## config.mk

```make
export PLATFORM = sky130hd
export DESIGN_NAME = amcc_mode_ctrl
export DESIGN_NICKNAME = d
export VERILOG_FILES = /design/src/pkg/amcc_pkg.sv /design/src/amcc_mode_ctrl.sv
export SDC_FILE = /design/constraint.sdc
export NUM_CORES = 1
export LEC_CHECK = 0
export BUFFER_PORTS_ARGS = -buffer_cell sky130_fd_sc_hd__buf_4
export CORE_AREA = 2 2 104 182
export CTS_CLUSTER_SIZE = 8
export DETAILED_ROUTE_END_ITERATION = 12
export DIE_AREA = 0 0 106 184
export GPL_TIMING_DRIVEN = 0
export PLACE_DENSITY = 0.52
export SYNTH_ARGS = -nofsm -noshare
export SYNTH_HDL_FRONTEND = slang
export SYNTH_SLANG_ARGS = --single-unit
```

## constraint.sdc

```tcl
create_clock -name mclk -period 6.21 [get_ports mclk]
set_clock_uncertainty 0.15 [all_clocks]
set_input_delay 1.242 -clock mclk [delete_from_list [all_inputs] [get_ports mclk]]
set_output_delay 1.242 -clock mclk [all_outputs]
set_load 0.01 [all_outputs]
```

## src/pkg/amcc_pkg.sv

```systemverilog
`default_nettype none

package amcc_pkg;

    // Frame geometry
    localparam int unsigned AMCC_CMD_BITS   = 16;
    localparam int unsigned AMCC_NUM_CH     = 9;
    localparam logic [5:0]  AMCC_CMD_LAST   = 6'h0f;
    localparam logic [5:0]  AMCC_BIT_MAX    = 6'h3f;

    // Command words
    localparam logic [15:0] AMCC_CMD_CONT   = 16'h0000;
    localparam logic [15:0] AMCC_CMD_LIGHT  = 16'h8200;
    localparam logic [15:0] AMCC_CMD_DEEP   = 16'h8300;
    localparam logic [15:0] AMCC_CMD_DEFLT  = 16'h8500;
    localparam logic [15:0] AMCC_CMD_AUTO   = 16'ha000;
    localparam logic [15:0] AMCC_CMD_AUX    = 16'he000;
    localparam logic [3:0]  AMCC_MAN_LO_NIB = 4'hc;
    localparam logic [3:0]  AMCC_MAN_HI_NIB = 4'hd;
    localparam logic [3:0]  AMCC_AUX_CHAN   = 4'h8;

    // Config register window reached by access words
    localparam logic [6:0]  AMCC_CFG_FIRST  = 7'h01;
    localparam logic [6:0]  AMCC_CFG_LAST   = 7'h3c;
    localparam int unsigned AMCC_WR_BIT     = 8;

    // Timing
    localparam int unsigned AMCC_CLK_NS        = 10;
    localparam int unsigned AMCC_LIGHT_WAKE_US = 20;
    localparam int unsigned AMCC_DEEP_WAKE_MS  = 15;
    localparam int unsigned AMCC_LIGHT_WAKE_CYC = (AMCC_LIGHT_WAKE_US * 1000 + AMCC_CLK_NS - 1) / AMCC_CLK_NS;
    localparam int unsigned AMCC_DEEP_WAKE_CYC  = (AMCC_DEEP_WAKE_MS * 1000000 + AMCC_CLK_NS - 1) / AMCC_CLK_NS;
    localparam int unsigned AMCC_WAKE_W         = 21;

    // Reset values
    localparam logic [15:0] AMCC_RST_WORD   = 16'h0000;
    localparam logic [3:0]  AMCC_RST_CHAN   = 4'h0;

    typedef enum logic [2:0] {
        AMCC_IDLE  = 3'b000,
        AMCC_AUTO  = 3'b001,
        AMCC_MAN   = 3'b011,
        AMCC_LIGHT = 3'b010,
        AMCC_DEEP  = 3'b110,
        AMCC_DEFLT = 3'b111
    } amcc_mode_e;

    typedef logic [AMCC_NUM_CH-1:0][3:0] amcc_range_t;

    typedef struct packed {
        logic       stb;
        logic [3:0] chan;
        logic [3:0] range;
    } amcc_sample_s;

    typedef struct packed {
        logic       stb;
        logic [6:0] addr;
        logic [7:0] data;
    } amcc_cfg_wr_s;

endpackage

`default_nettype wire

```

## src/amcc_mode_ctrl.sv

```systemverilog
// Overview of operation
// - All-zero command keeps last selected mode
// - Continuing leaves config registers untouched
// - Frame starts at select fall; 16 bits in
// - Act only after 16th clock falling edge
// - Early select rise aborts frame to idle
// - Idle answers all ones on data out
// - Aborted config access is discarded
// - Light sleep on 8200h at frame end
// - Light sleep exit by conversion keeps config, 20us
// - Sleep persists until conversion, 8500h or short frame
// - Sleep: config access works, tail ones
// - Wake at frame end, sample next fall
// - Deep sleep on 8300h, all powered off
// - Deep sleep exit keeps config contents
// - A000h scans enabled channels ascending, wraps
// - Scan set comes from scan mask
// - Repeated A000h restarts at lowest channel
// - Fixed channel sampled at next frame start
// - Fixed channel repeats until new command
// - Each channel uses its own range
// - Channel words C000h..DC00h, E000h auxiliary
// - Data out released at frame end
// - Result MSB out at 16th falling edge
`timescale 1ns/100ps
`default_nettype none

module amcc_mode_ctrl #(
    parameter int unsigned DEEP_WAKE_CYC = amcc_pkg::AMCC_DEEP_WAKE_CYC
) (
    input  wire logic                  mclk,
    input  wire logic                  nrst,
    input  wire logic                  cs_n_pin,
    input  wire logic                  sclk_pin,
    input  wire logic                  sdi_pin,
    output var  logic                  sdo_o,
    output var  logic                  sdo_oe,
    input  wire logic [7:0]            scan_mask,
    input  wire amcc_pkg::amcc_range_t chan_range,
    input  wire logic [15:0]           conv_data,
    output var  amcc_pkg::amcc_sample_s sample,
    output var  amcc_pkg::amcc_cfg_wr_s cfg_wr,
    output var  logic                  cfg_defaults,
    output var  amcc_pkg::amcc_mode_e  mode_o,
    output var  logic [3:0]            chan_o,
    output var  logic                  ref_on,
    output var  logic                  core_on,
    output var  logic                  pwr_ready
);
    import amcc_pkg::*;

    typedef struct packed {
        logic [2:0]                cs_sync;
        logic [2:0]                sclk_sync;
        logic [2:0]                sdi_sync;
        logic                      cs_f;
        logic                      sclk_f;
        logic                      sdi_f;
        logic                      in_frame;
        logic                      frame_conv;
        logic [5:0]                bitcnt;
        logic [15:0]               cmd;
        logic [15:0]               shreg;
        logic                      sdo;
        logic                      sdo_oe;
        amcc_mode_e                mode;
        logic [3:0]                chan;
        logic [AMCC_WAKE_W-1:0]    wake_cnt;
        logic                      ref_on;
        logic                      core_on;
        logic                      pwr_ready;
        amcc_sample_s              sample;
        amcc_cfg_wr_s              cfg_wr;
        logic                      cfg_defaults;
    } amcc_state_s;

    amcc_state_s st_ff;
    amcc_state_s nxt_st;

    localparam logic [AMCC_WAKE_W-1:0] LIGHT_WAKE = AMCC_WAKE_W'(AMCC_LIGHT_WAKE_CYC);
    localparam logic [AMCC_WAKE_W-1:0] DEEP_WAKE  = AMCC_WAKE_W'(DEEP_WAKE_CYC);

    // Lowest enabled channel
    function automatic logic [3:0] scan_first(input logic [7:0] mask);
        logic [3:0] r;
        r = AMCC_RST_CHAN;
        for (int i = 7; i >= 0; i--) begin
            if (mask[i]) begin
                r = 4'(i);
            end
        end
        return r;
    endfunction

    // Next enabled channel above cur, wrapping to the lowest
    function automatic logic [3:0] scan_next(input logic [3:0] cur, input logic [7:0] mask);
        logic [3:0] r;
        r = scan_first(mask);
        for (int i = 7; i >= 0; i--) begin
            if (mask[i] && (4'(i) > cur)) begin
                r = 4'(i);
            end
        end
        return r;
    endfunction

    function automatic logic is_fixed_word(input logic [15:0] w);
        return ((w[15:12] == AMCC_MAN_LO_NIB) || (w[15:12] == AMCC_MAN_HI_NIB)) && (w[9:0] == 10'h000);
    endfunction

    function automatic logic is_sleep(input amcc_mode_e m);
        return (m == AMCC_LIGHT) || (m == AMCC_DEEP);
    endfunction

    logic cs_agree;
    logic sclk_agree;
    logic cs_fall;
    logic cs_rise;
    logic sclk_fall;
    logic [15:0] first_word;
    logic        fill_bit;
    logic [3:0]  new_chan;
    logic        go_conv;

    always_comb begin
        nxt_st = st_ff;
        first_word = AMCC_RST_WORD;
        fill_bit = 1'b0;
        new_chan = st_ff.chan;
        go_conv = 1'b0;

        nxt_st.sample.stb = 1'b0;
        nxt_st.cfg_wr.stb = 1'b0;
        nxt_st.cfg_defaults = 1'b0;

        // Pin synchronisers; a change counts once stages two and three agree
        nxt_st.cs_sync   = {st_ff.cs_sync[1:0], cs_n_pin};
        nxt_st.sclk_sync = {st_ff.sclk_sync[1:0], sclk_pin};
        nxt_st.sdi_sync  = {st_ff.sdi_sync[1:0], sdi_pin};
        cs_agree   = st_ff.cs_sync[1] == st_ff.cs_sync[2];
        sclk_agree = st_ff.sclk_sync[1] == st_ff.sclk_sync[2];
        if (cs_agree) begin
            nxt_st.cs_f = st_ff.cs_sync[2];
        end
        if (sclk_agree) begin
            nxt_st.sclk_f = st_ff.sclk_sync[2];
        end
        if (st_ff.sdi_sync[1] == st_ff.sdi_sync[2]) begin
            nxt_st.sdi_f = st_ff.sdi_sync[2];
        end
        cs_fall   = cs_agree && st_ff.cs_f && !st_ff.cs_sync[2];
        cs_rise   = cs_agree && !st_ff.cs_f && st_ff.cs_sync[2];
        sclk_fall = sclk_agree && st_ff.sclk_f && !st_ff.sclk_sync[2];

        // Wake-up timer after leaving a sleep mode
        if (st_ff.wake_cnt != '0) begin
            nxt_st.wake_cnt = st_ff.wake_cnt - AMCC_WAKE_W'(1);
        end
        nxt_st.pwr_ready = st_ff.core_on && (st_ff.wake_cnt == '0);

        // Tail of non-converting frames reads ones, converting frames zeros
        fill_bit = !st_ff.frame_conv;
        first_word = st_ff.frame_conv ? conv_data : 16'hffff;

        if (cs_fall) begin
            nxt_st.in_frame = 1'b1;
            nxt_st.bitcnt = 6'h00;
            nxt_st.cmd = AMCC_RST_WORD;
            nxt_st.sdo_oe = 1'b1;
            nxt_st.sdo = (st_ff.mode == AMCC_IDLE);
            nxt_st.frame_conv = (st_ff.mode == AMCC_AUTO) || (st_ff.mode == AMCC_MAN);
            if ((st_ff.mode == AMCC_AUTO) || (st_ff.mode == AMCC_MAN)) begin
                nxt_st.sample.stb = 1'b1;
                nxt_st.sample.chan = st_ff.chan;
                nxt_st.sample.range = chan_range[st_ff.chan];
            end
        end else if (st_ff.in_frame && cs_rise) begin
            nxt_st.in_frame = 1'b0;
            nxt_st.sdo_oe = 1'b0;
            nxt_st.sdo = 1'b0;
            if (st_ff.bitcnt < 6'(AMCC_CMD_BITS)) begin
                // Short frame: drop the word and any config access
                nxt_st.mode = AMCC_IDLE;
            end else begin
                // Command executes only now, after the whole word is in
                if ((st_ff.mode == AMCC_AUTO) && st_ff.frame_conv) begin
                    new_chan = scan_next(st_ff.chan, scan_mask);
                end
                if (st_ff.cmd == AMCC_CMD_CONT) begin
                    nxt_st.mode = st_ff.mode;
                end else if (st_ff.cmd == AMCC_CMD_LIGHT) begin
                    nxt_st.mode = AMCC_LIGHT;
                end else if (st_ff.cmd == AMCC_CMD_DEEP) begin
                    nxt_st.mode = AMCC_DEEP;
                end else if (st_ff.cmd == AMCC_CMD_DEFLT) begin
                    nxt_st.mode = AMCC_DEFLT;
                    nxt_st.cfg_defaults = 1'b1;
                end else if (st_ff.cmd == AMCC_CMD_AUTO) begin
                    nxt_st.mode = AMCC_AUTO;
                    new_chan = scan_first(scan_mask);
                    go_conv = 1'b1;
                end else if (is_fixed_word(st_ff.cmd)) begin
                    nxt_st.mode = AMCC_MAN;
                    new_chan = {1'b0, st_ff.cmd[12:10]};
                    go_conv = 1'b1;
                end else if (st_ff.cmd == AMCC_CMD_AUX) begin
                    nxt_st.mode = AMCC_MAN;
                    new_chan = AMCC_AUX_CHAN;
                    go_conv = 1'b1;
                end else if (!st_ff.cmd[15]) begin
                    // Config access, taken in any mode
                    nxt_st.cfg_wr.stb = st_ff.cmd[AMCC_WR_BIT];
                    nxt_st.cfg_wr.addr = st_ff.cmd[15:9];
                    nxt_st.cfg_wr.data = st_ff.cmd[7:0];
                end
                nxt_st.chan = new_chan;
                if (go_conv && (st_ff.mode == AMCC_LIGHT)) begin
                    nxt_st.wake_cnt = LIGHT_WAKE;
                    nxt_st.pwr_ready = 1'b0;
                end else if (go_conv && (st_ff.mode == AMCC_DEEP)) begin
                    nxt_st.wake_cnt = DEEP_WAKE;
                    nxt_st.pwr_ready = 1'b0;
                end
            end
        end else if (st_ff.in_frame && sclk_fall) begin
            if (st_ff.bitcnt < 6'(AMCC_CMD_BITS)) begin
                nxt_st.cmd = {st_ff.cmd[14:0], st_ff.sdi_f};
            end
            if (st_ff.bitcnt != AMCC_BIT_MAX) begin
                nxt_st.bitcnt = st_ff.bitcnt + 6'h01;
            end
            if (st_ff.bitcnt == AMCC_CMD_LAST) begin
                nxt_st.sdo = first_word[15];
                nxt_st.shreg = {first_word[14:0], fill_bit};
            end else if (st_ff.bitcnt > AMCC_CMD_LAST) begin
                nxt_st.sdo = st_ff.shreg[15];
                nxt_st.shreg = {st_ff.shreg[14:0], fill_bit};
            end
        end

        // Power switches follow the mode
        nxt_st.core_on = !is_sleep(nxt_st.mode);
        nxt_st.ref_on = (nxt_st.mode != AMCC_DEEP);
        if (is_sleep(nxt_st.mode)) begin
            nxt_st.wake_cnt = '0;
            nxt_st.pwr_ready = 1'b0;
        end
    end

    always_ff @(posedge mclk or negedge nrst) begin
        if (!nrst) begin
            st_ff <= '{
                cs_sync:      3'h7,
                sclk_sync:    3'h0,
                sdi_sync:     3'h0,
                cs_f:         1'b1,
                sclk_f:       1'b0,
                sdi_f:        1'b0,
                in_frame:     1'b0,
                frame_conv:   1'b0,
                bitcnt:       6'h00,
                cmd:          AMCC_RST_WORD,
                shreg:        16'h0000,
                sdo:          1'b0,
                sdo_oe:       1'b0,
                mode:         AMCC_IDLE,
                chan:         AMCC_RST_CHAN,
                wake_cnt:     '0,
                ref_on:       1'b1,
                core_on:      1'b1,
                pwr_ready:    1'b0,
                sample:       '0,
                cfg_wr:       '0,
                cfg_defaults: 1'b0
            };
        end else begin
            st_ff <= nxt_st;
        end
    end

    assign sdo_o        = st_ff.sdo;
    assign sdo_oe       = st_ff.sdo_oe;
    assign sample       = st_ff.sample;
    assign cfg_wr       = st_ff.cfg_wr;
    assign cfg_defaults = st_ff.cfg_defaults;
    assign mode_o       = st_ff.mode;
    assign chan_o       = st_ff.chan;
    assign ref_on       = st_ff.ref_on;
    assign core_on      = st_ff.core_on;
    assign pwr_ready    = st_ff.pwr_ready;

endmodule

`default_nettype wire

```

==> flow_summary_export.csv <==
group,metric,value,unit
final_layout,register_area,0.00274,mm²
timing,worstMarginPinSlew,0.670,ns
power,p_switching,0.000369,W
floorplan,coreArea,0.0180,mm²
placement,gp_congestion,0.875,
timing,drv_slew,0,
floorplan,io_pins,103,
clocking,htreeDepth,3,
clocking,cts_buffers,9,
final_layout,nFillCells,1745,
floorplan,start_util,0.336,
logic_synthesis,syn-num-nets,641,
detailed_routing,routed_wirelength,15300,µm
logic_synthesis,synth_ff_type,"dfrtp_1",
setup_path,ff2ff_path_depth,8,
logic_synthesis,yosysWarningCount,0,
power,pwr-share-seq,0.512,
logic_synthesis,synthAdderAreaFrac,0.00912,
logic_synthesis,synth_xor_area_frac,0.0232,
global_route,grt-ovfl-total,0,
setup_path,cp_slowest_cell,"nor3b_1",
detailed_routing,first_pass_iters,4,
floorplan,die_y,184,µm
clocking,cts-root-buf,"clkbuf_16",
timing,post-route-min-period,2.65,ns
logic_synthesis,synth-seq-cells,109,
logic_synthesis,synth_compound_area_frac,0.170,
floorplan,dieArea,0.0195,mm²
placement,place_inst,909,
timing,finalSetupViolations,0,
logic_synthesis,synth-async-reset-ratio,1.00,
floorplan,core.rowCount,65,
detailed_routing,drt-initial-drc-count,183,
clocking,clk_pin_slew,0.08,ns
global_route,track_usage,0.162,
power,cellLeakagePower,3.49,nW
floorplan,die_w,106,µm
setup_path,cp.required,6.30,ns
placement,placed_area,0.00709,mm²
outcome,outcome,"finished, final reports clean",
placement,dpl.hpwl,11500,µm
clocking,holdBufCountCts,0,
timing,post-route-period-util,0.427,
detailed_routing,route.detailed.drc,0,
run,drv_cap,0,
logic_synthesis,synth-simple-area-share,0.197,
timing,max_freq,377,MHz
final_layout,multi_input_area,0.00281,mm²
final_layout,final_common_cell,"buf_4",
clocking,ctsResizeCount,0,
detailed_routing,ant_nets,0,
global_route,grt_pass1_wl,25600,µm
clocking,clk_latency,0.35,ns
power,p_comb_frac,0.092,
final_layout,stdcell_count,926,
logic_synthesis,muxShareOfSynthArea,0.0659,
global_route,grt_max_degree,110,
setup_path,crit_chain,"inv_1 > ha_1 > nor3b_1 > nand4_2 > nor2_2 > or3_1 > xor2_1 > a211oi_1",
final_layout,nets,754,
setup_path,critPathLaunchType,"register",
setup_path,critPathMaxStageDelay,0.56,ns
detailed_routing,routed_via_density,5.24,
final_layout,drive_gt1_frac,0.348,
power,netSwitchingFraction,0.253,
timing,rsz0062_at_grt,"no",
logic_synthesis,synth_cells,574,
timing,finalHoldViolations,0,
global_route,antenna_found_initial,0,
hold_path,hp-class,"reg -> reg",
power,p_clk_frac,0.397,
final_layout,stdcell_area,0.00742,mm²
final_layout,layout_common_cells,"137 x buf_4, 103 x dfrtp_1, 54 x o21ai_0",
power,irDropWorstVdd,0.000115,V
power,internal-power,0.00109,W
final_layout,area_delta_synth_final,22.9,%
timing,setup_tns,0,ns
logic_synthesis,seq_area_frac_synth,0.453,
logic_synthesis,synth_top_family_by_area,"simple AND/OR/NAND/NOR gates",
placement,io_buffers,101,
global_route,grt_pass1_vias,5161,
clocking,cts_tree,"built",
final_layout,num_antenna_cells,0,
setup_path,path_class,"reg -> reg",
setup_path,crit_fanout,8,
setup_path,endpoint_kind,"register",
hold_path,hold_depth,0,
logic_synthesis,synth_edf_count,0,
logic_synthesis,avgSynthCellArea,10.5,µm²
logic_synthesis,ys_types,86,
clocking,cts_setup_buffers,0,
detailed_routing,routedWlPerCell,16.6,µm
logic_synthesis,synth_area,0.00603,mm²
timing,slew_headroom,0.550,
clocking,cts.path.max_buffers,2,
clocking,cts_sinks,109,
power,power_density,197,mW/mm²
detailed_routing,vias,4855,
setup_path,arrival,2.74,ns
-- synth_stat cells, types with 6 or more instances --
master    number  area, µm²
dfstp_2        6        158
nand2b_1       8       50.1
nand3_1        8       40.0
buf_4         37        278
nor2b_1        6       37.5
a21oi_1       24        120
o21ai_0       54        270
mux2i_1        6       60.1
clkbuf_1      15       56.3
a211oi_2       8        100
buf_2          7       35.0
nor2_1        29        109
inv_1         11       41.3
nor3_1        16       80.1
dfrtp_1      103       2580
a22o_1        14        123
nand4_1        6       37.5
mux4_2         6        135
nand2_1       40        150
nor4_2         6       75.1
xnor2_1       12        105
mux2_2        18        203
or4_1         18        135
-- logic make-up (layout without fill, tap and decap cells) --
family,count (synthesis),count (layout)
AOI/OAI and AO/OA,149,149
buffers and inverters,78,196
xor gates and xnor gates,16,16
DFF,109,109
adders and majority gates,5,5
and+or+nand+nor,186,186
muxes,30,30
other,1,1
-- power groups by stage --
stage | registers [W] | clock network, W | logic (W)
2_1_floorplan | 0.000757 | 0 | 0.0000599
4_1_cts | 0.000747 | 0.000598 | 0.000134
3_3_place_gp | 0.000758 | 0 | 0.000129
6_report | 0.000746 | 0.000579 | 0.000134
5_1_grt | 0.000749 | 0.000625 | 0.000147
3_5_place_dp | 0.000760 | 0 | 0.000133
-- worst max-delay path, delay by kind of cell (launching register included) --
| family | cells | cell delay [ns] |
|---|---|---|
| and+or+nand+nor | 4 | 1.37 |
| DFF | 1 | 0.42 |
| AOI/OAI and AO/OA | 1 | 0.27 |
| adders and majority gates | 1 | 0.17 |
| buffers and inverters | 1 | 0.10 |
| xor gates and xnor gates | 1 | 0.07 |
-- metal layers --
layer,global-route usage,part of all wire
met1,0.185,0.40
met5,0,0
met2,0.297,0.54
met4,0.0705,0.029
met3,0.0241,0.033
-- metrics by stage --
| step | util | total power, W | setup slack (ns) | hold slack [ns] |
|---|---|---|---|---|
| floorplan | - | 0.000817 | 3.65 | 0.181 |
| global placement | 0.394 | 0.000887 | 3.41 | 0.183 |
| detailed placement | 0.394 | 0.000893 | 3.41 | 0.191 |
| CTS | 0.411 | 0.00148 | 3.54 | 0.209 |
| global route | 0.413 | 0.00152 | 3.37 | 0.213 |
| finish | 0.413 | 0.00146 | 3.56 | 0.206 |
-- state kept, by name, summed over array words and instances, names as in the netlist, 3 cells and up --
signal / cells
nxt_st: 6
mode_o: 3
chan_o: 4
st_ff: 67
cfg_wr: 15
sample: 9
-- final timing paths --
kind / startpoint / to / slack, ns
worst min register to register: nxt_st[106] / nxt_st[107] / 0.21
min in group asynchronous: nrst / st_ff[70] / 0.67
worst max-delay path: st_ff[29] / st_ff[34] / 3.56
max in group asynchronous: nrst / ref_on / 4.51
worst max register to register: st_ff[29] / st_ff[34] / 3.56
worst min-delay path: nxt_st[106] / nxt_st[107] / 0.21
-- area by class of cell --
cell class / instances / area share
multi-input combinational: 387 / 0.378
sequential: 109 / 0.369
timing repair buffer: 102 / 0.106
buffer: 67 / 0.0609
tap: 234 / 0.0395
clock buffer: 10 / 0.0322
clock inverter: 6 / 0.00843
inverter: 11 / 0.00557
Power figures use the tool's default switching activity.
